[config.mk]
export PLATFORM = sky130hd
export DESIGN_NAME = uab_serial_unit_flat
export DESIGN_NICKNAME = d
export VERILOG_FILES = /design/src/pkg/uab_pkg.sv /design/src/pkg/uab_link_if.sv /design/src/hdl/uab_serial_unit.sv /design/src/flat_wrapper.sv
export VERILOG_INCLUDE_DIRS = /design/src /design/src/pkg
export SDC_FILE = /design/constraint.sdc
export NUM_CORES = 1
export LEC_CHECK = 0
export BUFFER_PORTS_ARGS = -buffer_cell sky130_fd_sc_hd__buf_2
export CAP_MARGIN = 20
export CORE_ASPECT_RATIO = 1.75
export CORE_MARGIN = 2
export CORE_UTILIZATION = 60
export CTS_CLUSTER_SIZE = 8
export DETAILED_ROUTE_END_ITERATION = 8
export PLACE_DENSITY = 0.88
export RECOVER_POWER = 100
export SLEW_MARGIN = 15
export SYNTH_ARGS = -nofsm -noshare
export SYNTH_HDL_FRONTEND = slang
export SYNTH_SLANG_ARGS = --single-unit
[constraint.sdc]
create_clock -name core_clk -period 8.3 [get_ports core_clk]
set_input_delay 1.66 -clock core_clk [delete_from_list [all_inputs] [get_ports core_clk]]
set_output_delay 1.66 -clock core_clk [all_outputs]
set_load 0.05 [all_outputs]
[src/pkg/uab_cfg.svh]
/*
  Offsets, field positions, reset values and timing counts of the autobaud,
  wake and break serial unit. Assumes byte addressing on the register bus.
*/
`ifndef UAB_CFG_SVH
`define UAB_CFG_SVH

// ------------------------------------------------------------
// Register offsets (byte addresses)
// ------------------------------------------------------------
`define UAB_OFS_RXDATA   5'h00
`define UAB_OFS_TXDATA   5'h04
`define UAB_OFS_BAUD_CONTROL_REG  5'h08
`define UAB_OFS_TXSTAT   5'h0C
`define UAB_OFS_RXSTAT   5'h10
`define UAB_OFS_DIVLO    5'h14
`define UAB_OFS_DIVHI    5'h18

// ------------------------------------------------------------
// Field positions
// ------------------------------------------------------------
`define UAB_BIT_ABEN     0
`define UAB_BIT_WOBE     1
`define UAB_BIT_WIDE     3
`define UAB_BIT_RXIDLE   6
`define UAB_BIT_TXBE     0
`define UAB_BIT_SRE      1
`define UAB_BIT_HS       2
`define UAB_BIT_SEND_BREAK_REQUEST    3
`define UAB_BIT_TRANSMIT_ENABLE     5
`define UAB_BIT_RXFLAG   0
`define UAB_BIT_FRAMING_ERROR     2

// ------------------------------------------------------------
// Reset values and timing counts
// ------------------------------------------------------------
`define UAB_RST_DIV      8'h00
`define UAB_PRE_SLOW     8'h40
`define UAB_PRE_MID      8'h10
`define UAB_PRE_FAST     8'h04
`define UAB_ABD_RATIO    4'h8
`define UAB_ABD_START    16'h0001
`define UAB_ABD_RISES    3'h4
`define UAB_FRAME_BITS   4'hA
`define UAB_BREAK_ZEROS  4'hC
`define UAB_NODE_ZEROS   5'h0D

`endif

[src/pkg/uab_pkg.sv]
/*
  Types of the serial link; the receiver states are shared by both ends.
  Assumes uab_cfg.svh supplies the numeric constants.
*/
package uab_pkg;

  // Receiver states, Gray along idle-start-data-stop-hold
  typedef enum logic [2:0] {
    UAB_RX_IDLE  = 3'h0,
    UAB_RX_START = 3'h1,
    UAB_RX_DATA  = 3'h3,
    UAB_RX_STOP  = 3'h2,
    UAB_RX_HOLD  = 3'h6
  } uab_rx_state_t;

  // Baud measurement states
  typedef enum logic [1:0] {
    UAB_AB_OFF    = 2'h0,
    UAB_AB_WSTART = 2'h1,
    UAB_AB_WRISE  = 2'h3,
    UAB_AB_COUNT  = 2'h2
  } uab_ab_state_t;

endpackage : uab_pkg

[src/pkg/uab_link_if.sv]
/*
  Serial link between the serial unit and the remote node.
  Assumes both lines idle high; the bench may add line delay.
*/
interface uab_link_if;
  logic unitTx;
  logic nodeTx;

  modport unit (output unitTx, input nodeTx);
  modport node (output nodeTx, input unitTx);
endinterface : uab_link_if

[src/hdl/uab_serial_unit.sv]
/*
  Serial unit with baud measurement, wake on break and break transmit.
  Assumes an Avalon-MM master on core_clk and a remote node on the link.
*/
// Implementation choices: the register addresses and the Avalon-MM register port.
// What this block does
// RL1: Autobaud enable starts measurement, receiver held idle
// RL2: Count from first rise after start bit
// RL3: Fifth rise: keep count, clear enable, flag
// RL4: Reading receive data clears receive flag
// RL5: Divisor pair is one 16-bit counter
// RL6: Counter ticks at base clock over eight
// RL7: Counter starts at one; software subtracts one
// RL8: Software checks high divisor zero for overflow
// RL9: With wake enabled, measure byte after break
// RL10: Wake enable suppresses reception, watches line
// RL11: Falling edge under wake sets receive flag
// RL12: Wake interrupt clocked awake, asynchronous asleep
// RL13: Rising edge ending break clears wake enable
// RL14: Receive data read clears wake interrupt
// RL15: Non-zero char: first low is wake
// RL16: Remote wake character zeros, thirteen bits
// RL17: Software checks receiver idle before wake enable
// RL18: Break: start, twelve zeros, stop bit
// RL19: Data write with break request sends break
// RL20: Break request cleared after stop; next byte follows
// RL21: Shift-empty status covers breaks too
// RL22: Received break: flag, framing error, zero data
`include "uab_cfg.svh"

module uab_serial_unit (
  input  wire logic        core_clk,
  input  wire logic        rst,
  input  wire logic        ce,
  input  wire logic        sleepMode,
  input  wire logic [4:0]  avs_address,
  input  wire logic        avs_read,
  input  wire logic        avs_write,
  input  wire logic [31:0] avs_writedata,
  output logic      [31:0] avs_readdata,
  output logic             avs_waitrequest,
  output logic             rxEventIrq,
  uab_link_if.unit         link
);

  // ------------------------------------------------------------
  // Bus slave: one wait cycle, then the access is taken
  // ------------------------------------------------------------
  logic        ack_r;
  logic        wrEn;
  logic        rdEn;
  logic [31:0] rdMux;

  assign avs_waitrequest = (avs_read | avs_write) & ~ack_r;
  assign wrEn            = avs_write & ack_r;
  assign rdEn            = avs_read & ack_r;

  always_ff @(posedge core_clk or posedge rst) begin
    if (rst) begin
      ack_r <= 1'b0;
    end else if (ce) begin
      ack_r <= (avs_read | avs_write) & ~ack_r;
    end
  end

  // ------------------------------------------------------------
  // Line synchroniser and edges
  // ------------------------------------------------------------
  logic rxMeta_r, rxSync_r, rxPrev_r;
  logic rxFall, rxRise;

  always_ff @(posedge core_clk or posedge rst) begin
    if (rst) begin
      rxMeta_r <= 1'b1;
      rxSync_r <= 1'b1;
      rxPrev_r <= 1'b1;
    end else if (ce) begin
      rxMeta_r <= link.nodeTx;
      rxSync_r <= rxMeta_r;
      rxPrev_r <= rxSync_r;
    end
  end

  assign rxFall = rxPrev_r & ~rxSync_r;
  assign rxRise = ~rxPrev_r & rxSync_r;

  // ------------------------------------------------------------
  // Control bits and divisor
  // ------------------------------------------------------------
  logic        abEn_r, wobe_r, wide_r, hs_r, send_break_request_r, transmit_enable_r;
  logic [7:0]  divLo_r, divHi_r;
  logic [7:0]  preScale;
  logic [23:0] bitCycles;
  logic [11:0] abdCycles;
  logic        abdDone, wakeEnd, breakDone;

  always_comb begin
    case ({wide_r, hs_r})
      2'b00:   preScale = `UAB_PRE_SLOW;
      2'b11:   preScale = `UAB_PRE_FAST;
      default: preScale = `UAB_PRE_MID;
    endcase
  end

  assign bitCycles = 24'(preScale) * (24'(wide_r ? divHi_r : 8'h00) * 24'h100 + 24'(divLo_r) + 24'h1);
  assign abdCycles = 12'(preScale) * 12'(`UAB_ABD_RATIO); // see RL6

  always_ff @(posedge core_clk or posedge rst) begin
    if (rst) begin
      abEn_r  <= 1'b0;
      wobe_r  <= 1'b0;
      wide_r  <= 1'b0;
      hs_r    <= 1'b0;
      send_break_request_r <= 1'b0;
      transmit_enable_r  <= 1'b0;
    end else if (ce) begin
      if (abdDone) abEn_r <= 1'b0; // see RL3
      if (wakeEnd) wobe_r <= 1'b0; // see RL13
      if (breakDone) send_break_request_r <= 1'b0; // see RL20
      if (wrEn && avs_address == `UAB_OFS_BAUD_CONTROL_REG) begin
        abEn_r <= avs_writedata[`UAB_BIT_ABEN];
        wobe_r <= avs_writedata[`UAB_BIT_WOBE];
        wide_r <= avs_writedata[`UAB_BIT_WIDE];
      end
      if (wrEn && avs_address == `UAB_OFS_TXSTAT) begin
        hs_r    <= avs_writedata[`UAB_BIT_HS];
        send_break_request_r <= avs_writedata[`UAB_BIT_SEND_BREAK_REQUEST];
        transmit_enable_r  <= avs_writedata[`UAB_BIT_TRANSMIT_ENABLE];
      end
    end
  end

  // ------------------------------------------------------------
  // Baud measurement on the sync byte
  // ------------------------------------------------------------
  uab_pkg::uab_ab_state_t abState_r;
  logic [11:0] abPre_r;
  logic [2:0]  abRises_r;

  assign abdDone = (abState_r == uab_pkg::UAB_AB_COUNT) && rxRise && (abRises_r == `UAB_ABD_RISES);

  always_ff @(posedge core_clk or posedge rst) begin
    if (rst) begin
      abState_r <= uab_pkg::UAB_AB_OFF;
      abPre_r   <= 12'h000;
      abRises_r <= 3'h0;
      divLo_r   <= `UAB_RST_DIV;
      divHi_r   <= `UAB_RST_DIV;
    end else if (ce) begin
      if (wrEn && avs_address == `UAB_OFS_DIVLO) divLo_r <= avs_writedata[7:0];
      if (wrEn && avs_address == `UAB_OFS_DIVHI) divHi_r <= avs_writedata[7:0];
      case (abState_r)
        uab_pkg::UAB_AB_OFF: begin
          if (abEn_r && !wobe_r) abState_r <= uab_pkg::UAB_AB_WSTART; // see RL9
        end
        uab_pkg::UAB_AB_WSTART: begin
          if (rxFall) abState_r <= uab_pkg::UAB_AB_WRISE;
        end
        uab_pkg::UAB_AB_WRISE: begin
          if (rxRise) begin // see RL2
            {divHi_r, divLo_r} <= `UAB_ABD_START; // see RL7
            abPre_r   <= 12'h000;
            abRises_r <= 3'h1;
            abState_r <= uab_pkg::UAB_AB_COUNT;
          end
        end
        uab_pkg::UAB_AB_COUNT: begin
          if (rxRise) begin
            abRises_r <= abRises_r + 3'h1;
            if (abdDone) abState_r <= uab_pkg::UAB_AB_OFF; // see RL3
          end
          if (abPre_r == abdCycles - 12'h001) begin
            abPre_r            <= 12'h000;
            {divHi_r, divLo_r} <= {divHi_r, divLo_r} + 16'h0001; // see RL5
          end else begin
            abPre_r <= abPre_r + 12'h001;
          end
        end
        default: abState_r <= uab_pkg::UAB_AB_OFF;
      endcase
      // Software may abort a measurement by clearing the enable
      if (!abEn_r) abState_r <= uab_pkg::UAB_AB_OFF;
    end
  end

  // ------------------------------------------------------------
  // Wake on break
  // ------------------------------------------------------------
  logic wakeSeen_r;
  logic wakeFall;

  assign wakeFall = wobe_r && rxFall; // see RL11
  assign wakeEnd  = wobe_r && wakeSeen_r && rxRise; // see RL15

  always_ff @(posedge core_clk or posedge rst) begin
    if (rst) begin
      wakeSeen_r <= 1'b0;
    end else if (ce) begin
      if (!wobe_r) wakeSeen_r <= 1'b0;
      else if (rxFall) wakeSeen_r <= 1'b1;
    end
  end

  // ------------------------------------------------------------
  // Receiver
  // ------------------------------------------------------------
  uab_pkg::uab_rx_state_t rxState_r;
  logic [23:0] rxCnt_r;
  logic [2:0]  rxBit_r;
  logic [7:0]  rxShift_r, rxData_r;
  logic        framing_error_r, rxFlag_r, rxDone;

  assign rxDone = (rxState_r == uab_pkg::UAB_RX_STOP) && (rxCnt_r == 24'h0);

  always_ff @(posedge core_clk or posedge rst) begin
    if (rst) begin
      rxState_r <= uab_pkg::UAB_RX_IDLE;
      rxCnt_r   <= 24'h0;
      rxBit_r   <= 3'h0;
      rxShift_r <= 8'h00;
      rxData_r  <= 8'h00;
      framing_error_r    <= 1'b0;
    end else if (ce) begin
      if (rxCnt_r != 24'h0) rxCnt_r <= rxCnt_r - 24'h1;
      case (rxState_r)
        uab_pkg::UAB_RX_IDLE: begin
          if (!wobe_r && !abEn_r && rxFall) begin // see RL1 see RL10
            rxState_r <= uab_pkg::UAB_RX_START;
            rxCnt_r   <= bitCycles >> 1;
          end
        end
        uab_pkg::UAB_RX_START: begin
          if (rxCnt_r == 24'h0) begin
            rxState_r <= rxSync_r ? uab_pkg::UAB_RX_IDLE : uab_pkg::UAB_RX_DATA;
            rxCnt_r   <= bitCycles - 24'h1;
            rxBit_r   <= 3'h0;
          end
        end
        uab_pkg::UAB_RX_DATA: begin
          if (rxCnt_r == 24'h0) begin
            rxShift_r <= {rxSync_r, rxShift_r[7:1]};
            rxBit_r   <= rxBit_r + 3'h1;
            rxCnt_r   <= bitCycles - 24'h1;
            if (rxBit_r == 3'h7) rxState_r <= uab_pkg::UAB_RX_STOP;
          end
        end
        uab_pkg::UAB_RX_STOP: begin
          if (rxCnt_r == 24'h0) begin
            rxData_r  <= rxShift_r; // see RL22
            framing_error_r    <= ~rxSync_r;
            rxState_r <= rxSync_r ? uab_pkg::UAB_RX_IDLE : uab_pkg::UAB_RX_HOLD;
          end
        end
        uab_pkg::UAB_RX_HOLD: begin
          // A break keeps the line low; do not restart until it rises
          if (rxSync_r) rxState_r <= uab_pkg::UAB_RX_IDLE;
        end
        default: rxState_r <= uab_pkg::UAB_RX_IDLE;
      endcase
    end
  end

  // Set wins over the read that clears
  always_ff @(posedge core_clk or posedge rst) begin
    if (rst) begin
      rxFlag_r <= 1'b0;
    end else if (ce) begin
      if (rdEn && avs_address == `UAB_OFS_RXDATA) rxFlag_r <= 1'b0; // see RL4 see RL14
      if (rxDone || abdDone || wakeFall) rxFlag_r <= 1'b1; // see RL3 see RL11
    end
  end

  // Asleep the clock may stop, so the line itself raises the request
  assign rxEventIrq = rxFlag_r | (sleepMode & wobe_r & ~link.nodeTx); // see RL12

  // ------------------------------------------------------------
  // Transmitter
  // ------------------------------------------------------------
  logic [7:0]  txBuf_r;
  logic        txFull_r, txActive_r, txBrk_r, txLoad, txEnd;
  logic [13:0] txShift_r;
  logic [3:0]  txLeft_r;
  logic [23:0] txCnt_r;

  assign txLoad    = !txActive_r && txFull_r && transmit_enable_r;
  assign txEnd     = txActive_r && (txCnt_r == 24'h0) && (txLeft_r == 4'h1);
  assign breakDone = txEnd && txBrk_r;

  always_ff @(posedge core_clk or posedge rst) begin
    if (rst) begin
      txBuf_r  <= 8'h00;
      txFull_r <= 1'b0;
    end else if (ce) begin
      if (txLoad) txFull_r <= 1'b0;
      if (wrEn && avs_address == `UAB_OFS_TXDATA) begin
        txBuf_r  <= avs_writedata[7:0];
        txFull_r <= 1'b1;
      end
    end
  end

  always_ff @(posedge core_clk or posedge rst) begin
    if (rst) begin
      txActive_r <= 1'b0;
      txBrk_r    <= 1'b0;
      txShift_r  <= 14'h3FFF;
      txLeft_r   <= 4'h0;
      txCnt_r    <= 24'h0;
    end else if (ce) begin
      if (txLoad) begin
        txActive_r <= 1'b1;
        txBrk_r    <= send_break_request_r;
        txCnt_r    <= bitCycles - 24'h1;
        if (send_break_request_r) begin // see RL19
          txShift_r <= 14'h2000; // see RL18
          txLeft_r  <= `UAB_BREAK_ZEROS + 4'h2;
        end else begin
          txShift_r <= {5'h1F, txBuf_r, 1'b0};
          txLeft_r  <= `UAB_FRAME_BITS;
        end
      end else if (txActive_r) begin
        if (txCnt_r == 24'h0) begin
          txShift_r <= {1'b1, txShift_r[13:1]};
          txLeft_r  <= txLeft_r - 4'h1;
          txCnt_r   <= bitCycles - 24'h1;
          if (txEnd) txActive_r <= 1'b0;
        end else begin
          txCnt_r <= txCnt_r - 24'h1;
        end
      end
    end
  end

  assign link.unitTx = txActive_r ? txShift_r[0] : 1'b1;

  // ------------------------------------------------------------
  // Read data
  // ------------------------------------------------------------
  always_comb begin
    rdMux = 32'h0;
    case (avs_address)
      `UAB_OFS_RXDATA: rdMux[7:0] = rxData_r;
      `UAB_OFS_BAUD_CONTROL_REG: begin
        rdMux[`UAB_BIT_ABEN]   = abEn_r;
        rdMux[`UAB_BIT_WOBE]   = wobe_r;
        rdMux[`UAB_BIT_WIDE]   = wide_r;
        rdMux[`UAB_BIT_RXIDLE] = (rxState_r == uab_pkg::UAB_RX_IDLE);
      end
      `UAB_OFS_TXSTAT: begin
        rdMux[`UAB_BIT_TXBE]  = ~txFull_r;
        rdMux[`UAB_BIT_SRE]   = ~txActive_r; // see RL21
        rdMux[`UAB_BIT_HS]    = hs_r;
        rdMux[`UAB_BIT_SEND_BREAK_REQUEST] = send_break_request_r;
        rdMux[`UAB_BIT_TRANSMIT_ENABLE]  = transmit_enable_r;
      end
      `UAB_OFS_RXSTAT: begin
        rdMux[`UAB_BIT_RXFLAG] = rxFlag_r;
        rdMux[`UAB_BIT_FRAMING_ERROR]   = framing_error_r;
      end
      `UAB_OFS_DIVLO: rdMux[7:0] = divLo_r;
      `UAB_OFS_DIVHI: rdMux[7:0] = divHi_r;
      default:        rdMux = 32'h0;
    endcase
  end

  always_ff @(posedge core_clk or posedge rst) begin
    if (rst) begin
      avs_readdata <= 32'h0;
    end else if (ce && (avs_read | avs_write) && !ack_r) begin
      avs_readdata <= rdMux;
    end
  end

endmodule : uab_serial_unit

[src/flat_wrapper.sv]
// flat-port wrapper written by rule: the top's interface ports become plain ports
module uab_serial_unit_flat 
  (core_clk, rst, ce, sleepMode, avs_address, avs_read, avs_write, avs_writedata, avs_readdata, avs_waitrequest, rxEventIrq, link_unitTx, link_nodeTx);
  uab_link_if link_i ();
  input  wire logic core_clk;
  input  wire logic rst;
  input  wire logic ce;
  input  wire logic sleepMode;
  input  wire logic [4:0] avs_address;
  input  wire logic avs_read;
  input  wire logic avs_write;
  input  wire logic [31:0] avs_writedata;
  output logic      [31:0] avs_readdata;
  output logic avs_waitrequest;
  output logic rxEventIrq;
  output wire logic [$bits(link_i.unitTx)-1:0] link_unitTx;
  input wire logic [$bits(link_i.nodeTx)-1:0] link_nodeTx;
  assign link_unitTx = link_i.unitTx;
  assign link_i.nodeTx = link_nodeTx;
  uab_serial_unit u_core (.core_clk(core_clk), .rst(rst), .ce(ce), .sleepMode(sleepMode), .avs_address(avs_address), .avs_read(avs_read), .avs_write(avs_write), .avs_writedata(avs_writedata), .avs_readdata(avs_readdata), .avs_waitrequest(avs_waitrequest), .rxEventIrq(rxEventIrq), .link(link_i));
endmodule
* Word-level counts from Yosys, hierarchy flattened
Index checks and enable logic that the tools add are counted.
** Cells by class
- Add/subtract/negate cells :: 11
- $mul :: 1
- Eq/ne operators :: 32
- Muxes and demuxes :: 75
- Bitwise gates (word level) :: 15
- Reductions and logical operators :: 64
** Operator list (count)
- $mux 24 :: 6
- $sub 24x1->24 const B :: 3
- $mux 8 :: 7
- $logic_not 24->1 :: 2
- $pmux 24 s2 :: 1
- $mux 14 :: 3
- $mux 3 :: 12
- $pmux 8 s2 :: 2
- $add 24x1->24 const B :: 1
- $add 24x8->24 :: 1
- $mul 7x24->24 :: 1
- $mux 12 :: 2
- $pmux 12 s2 :: 1
- $reduce_bool 24->1 :: 1
- $logic_and 1x1->1 :: 22
- $reduce_and 2->1 :: 11
- $reduce_bool 2->1 :: 9
- $mux 1 :: 17
- $add 16x1->16 const B :: 1
- $ne 2x1->1 const B :: 8
- $eq 5x5->1 const B :: 3
- $pmux 1 s5 :: 3
- $pmux 3 s5 :: 1
- $mux 2 :: 7
- 37 further kinds :: 73
** Word-level totals
- Register bits after elaboration :: 153
- Word-level logic and storage cells :: 229

* Longest topological paths before layout
- Depth after elaboration :: 8
- Depth in mapped cells :: 24
- Gate-level depth less buffers :: 24

* Least setup slack after synthesis
Ideal clock, no wire load.
- Kind :: reg-to-reg
- From :: register u_core.divLo_r[0]
- To :: register u_core.txCnt_r[23]
- Library setup time :: 132 ps
- Arrival time :: 5607 ps
- Required time :: 8168 ps
- Path slack :: 2561 ps
- Stages on the path, launching flop included :: 25
- Buffers on the path :: 0
- Period minus slack after synthesis :: 5739 ps
- Path through :: dfrtp_1 > ha_1 > nand3_1 > nor3_1 > and3_1 > nand3_1 > xor2_1 > nor2_1 > and2_1 > ha_1 > inv_1 > fa_1 > inv_1 > ha_1 > ha_1 > ha_1 > a21oi_2 > o21ai_0 > nor3_1 > o2bb2ai_1 > xor2_1 > or4b_1 > and4bb_1 > xnor2_1 > o211ai_2
** Between the ends
- Longest elaborated chain between the ends :: 7
** Ends and longest elaborated chain
- start, declared :: line uab_serial_unit.sv:91 : logic [7:0] divLo_r, divHi_r;
- start signal, assigned :: line uab_serial_unit.sv:147 : divLo_r <= `UAB_RST_DIV;
- start signal, assigned :: line uab_serial_unit.sv:150 : if (wrEn && avs_address == `UAB_OFS_DIVLO) divLo_r <= avs_writedata[7:0];
- start signal, assigned :: line uab_serial_unit.sv:161 : {divHi_r, divLo_r} <= `UAB_ABD_START;
- $add 24x8->24 (*) :: line uab_serial_unit.sv:105 : assign bitCycles = 24'(preScale) * (24'(wide_r ? divHi_r : 8'h00) * 24'h100 + 24'(divLo_r) + 24'h1);
- $add 24x1->24 (*) :: line uab_serial_unit.sv:105
- $mul 7x24->24 (*) :: line uab_serial_unit.sv:105
- $sub 24x1->24 (*) :: line uab_serial_unit.sv:313, uab_serial_unit.sv:325
- $mux 24 :: line uab_serial_unit.sv:322 : if (txCnt_r == 24'h0) begin
- $mux 24 :: line uab_serial_unit.sv:321 : end else if (txActive_r) begin
- $mux 24 (*) :: line uab_serial_unit.sv:310 : if (txLoad) begin
- end signal, assigned :: line uab_serial_unit.sv:313 : txCnt_r <= bitCycles - 24'h1;
- end signal, assigned :: line uab_serial_unit.sv:325 : txCnt_r <= bitCycles - 24'h1;
- end signal, assigned :: line uab_serial_unit.sv:328 : txCnt_r <= txCnt_r - 24'h1;
- end, declared :: line uab_serial_unit.sv:283 : logic [23:0] txCnt_r;
Mark *: on every way between the ends. The rest lies on a longest branch, timed or not. The select of a mux whose other input is x is not followed.
A chain may end at the register's enable or synchronous reset.

* Worst setup path in the final report
- From :: register u_core.divLo_r[0]
- To :: register u_core.rxCnt_r[23]
** Between the ends
- Longest elaborated chain between the ends :: 6
** Ends and longest elaborated chain
- $add 24x8->24 :: line uab_serial_unit.sv:105
- $add 24x1->24 :: line uab_serial_unit.sv:105
- $mul 7x24->24 :: line uab_serial_unit.sv:105
- $sub 24x1->24 :: line uab_serial_unit.sv:235, uab_serial_unit.sv:243
- $mux 24 :: line uab_serial_unit.sv:233, uab_serial_unit.sv:240
- $pmux 24 s2 :: line uab_serial_unit.sv:225 : case (rxState_r)
- end signal, assigned :: line uab_serial_unit.sv:224 : if (rxCnt_r != 24'h0) rxCnt_r <= rxCnt_r - 24'h1;
- end signal, assigned :: line uab_serial_unit.sv:235 : rxCnt_r <= bitCycles - 24'h1;
- end signal, assigned :: line uab_serial_unit.sv:243 : rxCnt_r <= bitCycles - 24'h1;
- end, declared :: line uab_serial_unit.sv:208 : logic [23:0] rxCnt_r;
Every way passes these cells.

==> flow_summary.ini <==
[layout]
drive_above_1_share = 0.0859
fill_cells = 1595
num-nets-final = 1506
stdcell_count = 1615
diodes = 0
layout_common_cells = dfrtp_1 (136), nand2_1 (129), a21oi_1 (123)
syn2layout_area_growth_pct = 6.65
final_common_cell = dfrtp_1

[cts]
clkTransAtPathRegs_ns = 0.06
cts_resized = 0
clk_path_buf_depth = 2
cts_buffers = 17
clk_latency_ns = 0.44
cts_tree = done
cts_setup_buffers = 0
cts-root-buf = clkbuf_16
cts-htree-levels = 4
postCtsHoldBufs = 0
clock_sinks = 152

[timing]
tightest_slew_ns = 3.15
slew_violations = 210
rsz0062_at_grt = no
max_slew_margin = -1.11
setup_viol = 0
timing.final.crit_share = 0.831
clock.fmax_ghz = 0.145
finalHoldViolCount = 0
min_period_ns = 6.89
skew_ns = 0.0112
fin_tns_setup_ns = 0
fin_ws_ns = 1.41

[grt]
overflow = 0
grt_pass1_wl_um = 48800
use_met1 = 0.333
grt_usage = 0.303
grt_util_met3 = 0.0557
busiest_layer = met2
antenna_found_initial = 0
grt.met2_usage = 0.526
grt_pass1_vias = 10300
grt_max_degree = 80

[place]
globalplace.congestion = 0.950
dp_slack_ns = 1.53
hpwl_um = 22100
post-place-cells = 1582
io_buffers = 30

[die]
dieArea_um2 = 20400
die_y_um = 187
io_pins = 79
start_util = 0.608
fp-row-count = 67
chipWidth_um = 109
core_area_um2 = 18900

[logic_synthesis]
synth_cell_types = 82
ys_warn_count = 0
synth_area_um2 = 11500
yosysSeqAreaShare = 0.332
synth_edf_count = 0
synth-seq-cells = 152
async_flop_share = 1.00
syn_area_per_cell_um2 = 8.44
synth-main-ff-cell = dfrtp_1
synthCells = 1364

[pwr]
ir_worst_vdd_mv = 0.157
p_leak_uw = 0.00550
clkPwrFrac = 0.365
seqPwrFrac = 0.400
netSwitchingFraction = 0.340
p_per_area_nw_per_um2 = 183
p_switching_uw = 762
internal_power_uw = 1480
p_comb_frac = 0.236
fin_total_pwr_uw = 2240

[detailed_routing]
ant_nets = 0
viasPerCell = 6.44
wl_per_cell_um = 18.3
drt_pass1_iterations = 5
drtIter0Drc = 809
drc_errors = 0
drt-total-wl_um = 29600
vias = 10400

[setup_path]
end_kind = flop
reg2reg_depth = 23
critPathMaxFanout = 10
rr_startpoint = u_core.divLo_r[0]
crit_type = reg -> reg
critPathLaunchType = flop
rrSetupSlack_ns = 1.41
endpoint = u_core.rxCnt_r[23]
crit_start = u_core.divLo_r[0]
required_ns = 8.59
regToRegEndpoint = u_core.rxCnt_r[23]
crit_arrival_ns = 7.19

[min_path]
hp-class = reg -> reg

[outcome]
status = finished with violations
violations = max-capacitance violations, max-slew violations

[flow_run]
drv_cap = 4
-- area by class of cell --
cell class,count,area [um2],share of cell area
Sequential cell,152,3820,0.311
Multi-Input combinational cell,1064,7020,0.571
Timing Repair Buffer,39,201,0.0164
Tap cell,241,302,0.0246
Inverter,87,328,0.0267
Clock inverter,13,165,0.0135
Clock buffer,19,443,0.0361
-- registers in the layout, summed over array words and instances, names as in the netlist, 2 cells and up --
name,count
u_core.rxCnt_r,24
u_core.txCnt_r,24
u_core.txShift_r,13
u_core.abPre_r,12
u_core.avs_readdata,8
u_core.divHi_r,8
u_core.divLo_r,8
u_core.rxData_r,8
u_core.rxShift_r,8
u_core.txBuf_r,8
u_core.txLeft_r,4
u_core.abRises_r,3
u_core.rxBit_r,3
u_core.rxState_r,3
u_core.abState_r,2
-- synth_stat cells (8+ instances only) --
library cell  number  share of area
a21oi_1          122          0.053
a31oi_1            8         0.0043
dfrtp_1          136           0.30
nor2b_1           21          0.011
o22ai_1            9         0.0049
a21o_1            10         0.0065
nand2_1          128          0.042
xnor2_1           28          0.021
nand2b_1          20          0.011
nor4_1            14         0.0076
buf_4             24          0.016
nand3_1           39          0.017
and3_1            17         0.0092
nor3_1            40          0.017
o21ai_0           98          0.043
nor3b_1           14         0.0091
mux2i_1           10         0.0087
mux2_2            29          0.028
ha_1              87          0.095
inv_1             87          0.028
fa_1              14          0.024
nand4_1           15         0.0082
xor2_1            26          0.020
and2_1            16         0.0087
dfstp_2           16          0.037
nor2_1           116          0.038
a22o_1             9         0.0068
or3_1             10         0.0054
o21ai_1           19         0.0083
clkbuf_1          52          0.017
-- power groups by stage --
stage | sequential (uW) | combinational [uW] | clock, uW
finish | 895 | 529 | 817
global route | 902 | 584 | 857
CTS | 891 | 529 | 825
detailed placement | 902 | 524 | 0
global placement | 899 | 508 | 0
floorplan | 869 | 427 | 0
-- per-stage QoR --
stage	util	cell area [um2]	hold WS (ns)
floorplan	-	11600	0.431
global placement	0.618	11700	0.442
detailed placement	0.618	11700	0.453
CTS	0.650	12300	0.460
global route	0.648	12300	0.488
finish	0.648	12300	0.453
-- metal layers --
| metal | up-vias | routed length, um |
|---|---|---|
| met5 | - | 0 |
| met4 | 0 | 1900 |
| met3 | 141 | 1450 |
| met2 | 424 | 15500 |
| met1 | 5037 | 10800 |
| li1 | 4805 | - |
-- kinds of logic after synthesis --
group,share of synthesized area
simple gates,0.214
compound gates,0.190
buf+inv,0.0640
flops,0.332
fa+ha+maj,0.119
xor+xnor,0.0439
mux,0.0371
other cells,0.000326
-- worst max-delay path: stages, from the launching register on --
cell,delay (ns)
dfrtp_1,0.60
ha_1,0.30
nand3_1,0.14
nor3_1,0.46
and3_1,0.28
nand3_1,0.11
xor2_1,0.25
nor2_1,0.12
and2_0,0.17
ha_1,0.27
inv_1,0.05
fa_1,0.53
inv_1,0.06
ha_1,0.29
ha_1,0.31
ha_1,0.38
nand3_1,0.19
nor4_1,0.66
o311ai_0,0.31
a21oi_1,0.24
xor2_1,0.31
and4bb_1,0.27
xnor2_1,0.31
o21ai_0,0.14
-- how the worst min path moves through the flow --
stage | depth (start not counted) | from | end | slack, ns
6_report | 2 | u_core.txShift_r[0] | u_core.txShift_r[0] | 0.45
5_1_grt | 2 | u_core.txShift_r[0] | u_core.txShift_r[0] | 0.49
4_1_cts | 2 | u_core.txShift_r[0] | u_core.txShift_r[0] | 0.46
3_5_place_dp | 2 | u_core.txShift_r[0] | u_core.txShift_r[0] | 0.45
3_3_place_gp | 2 | u_core.txShift_r[0] | u_core.txShift_r[0] | 0.44
2_1_floorplan | 2 | u_core.txShift_r[0] | u_core.txShift_r[0] | 0.43
(Power assumes the default switching activity.)
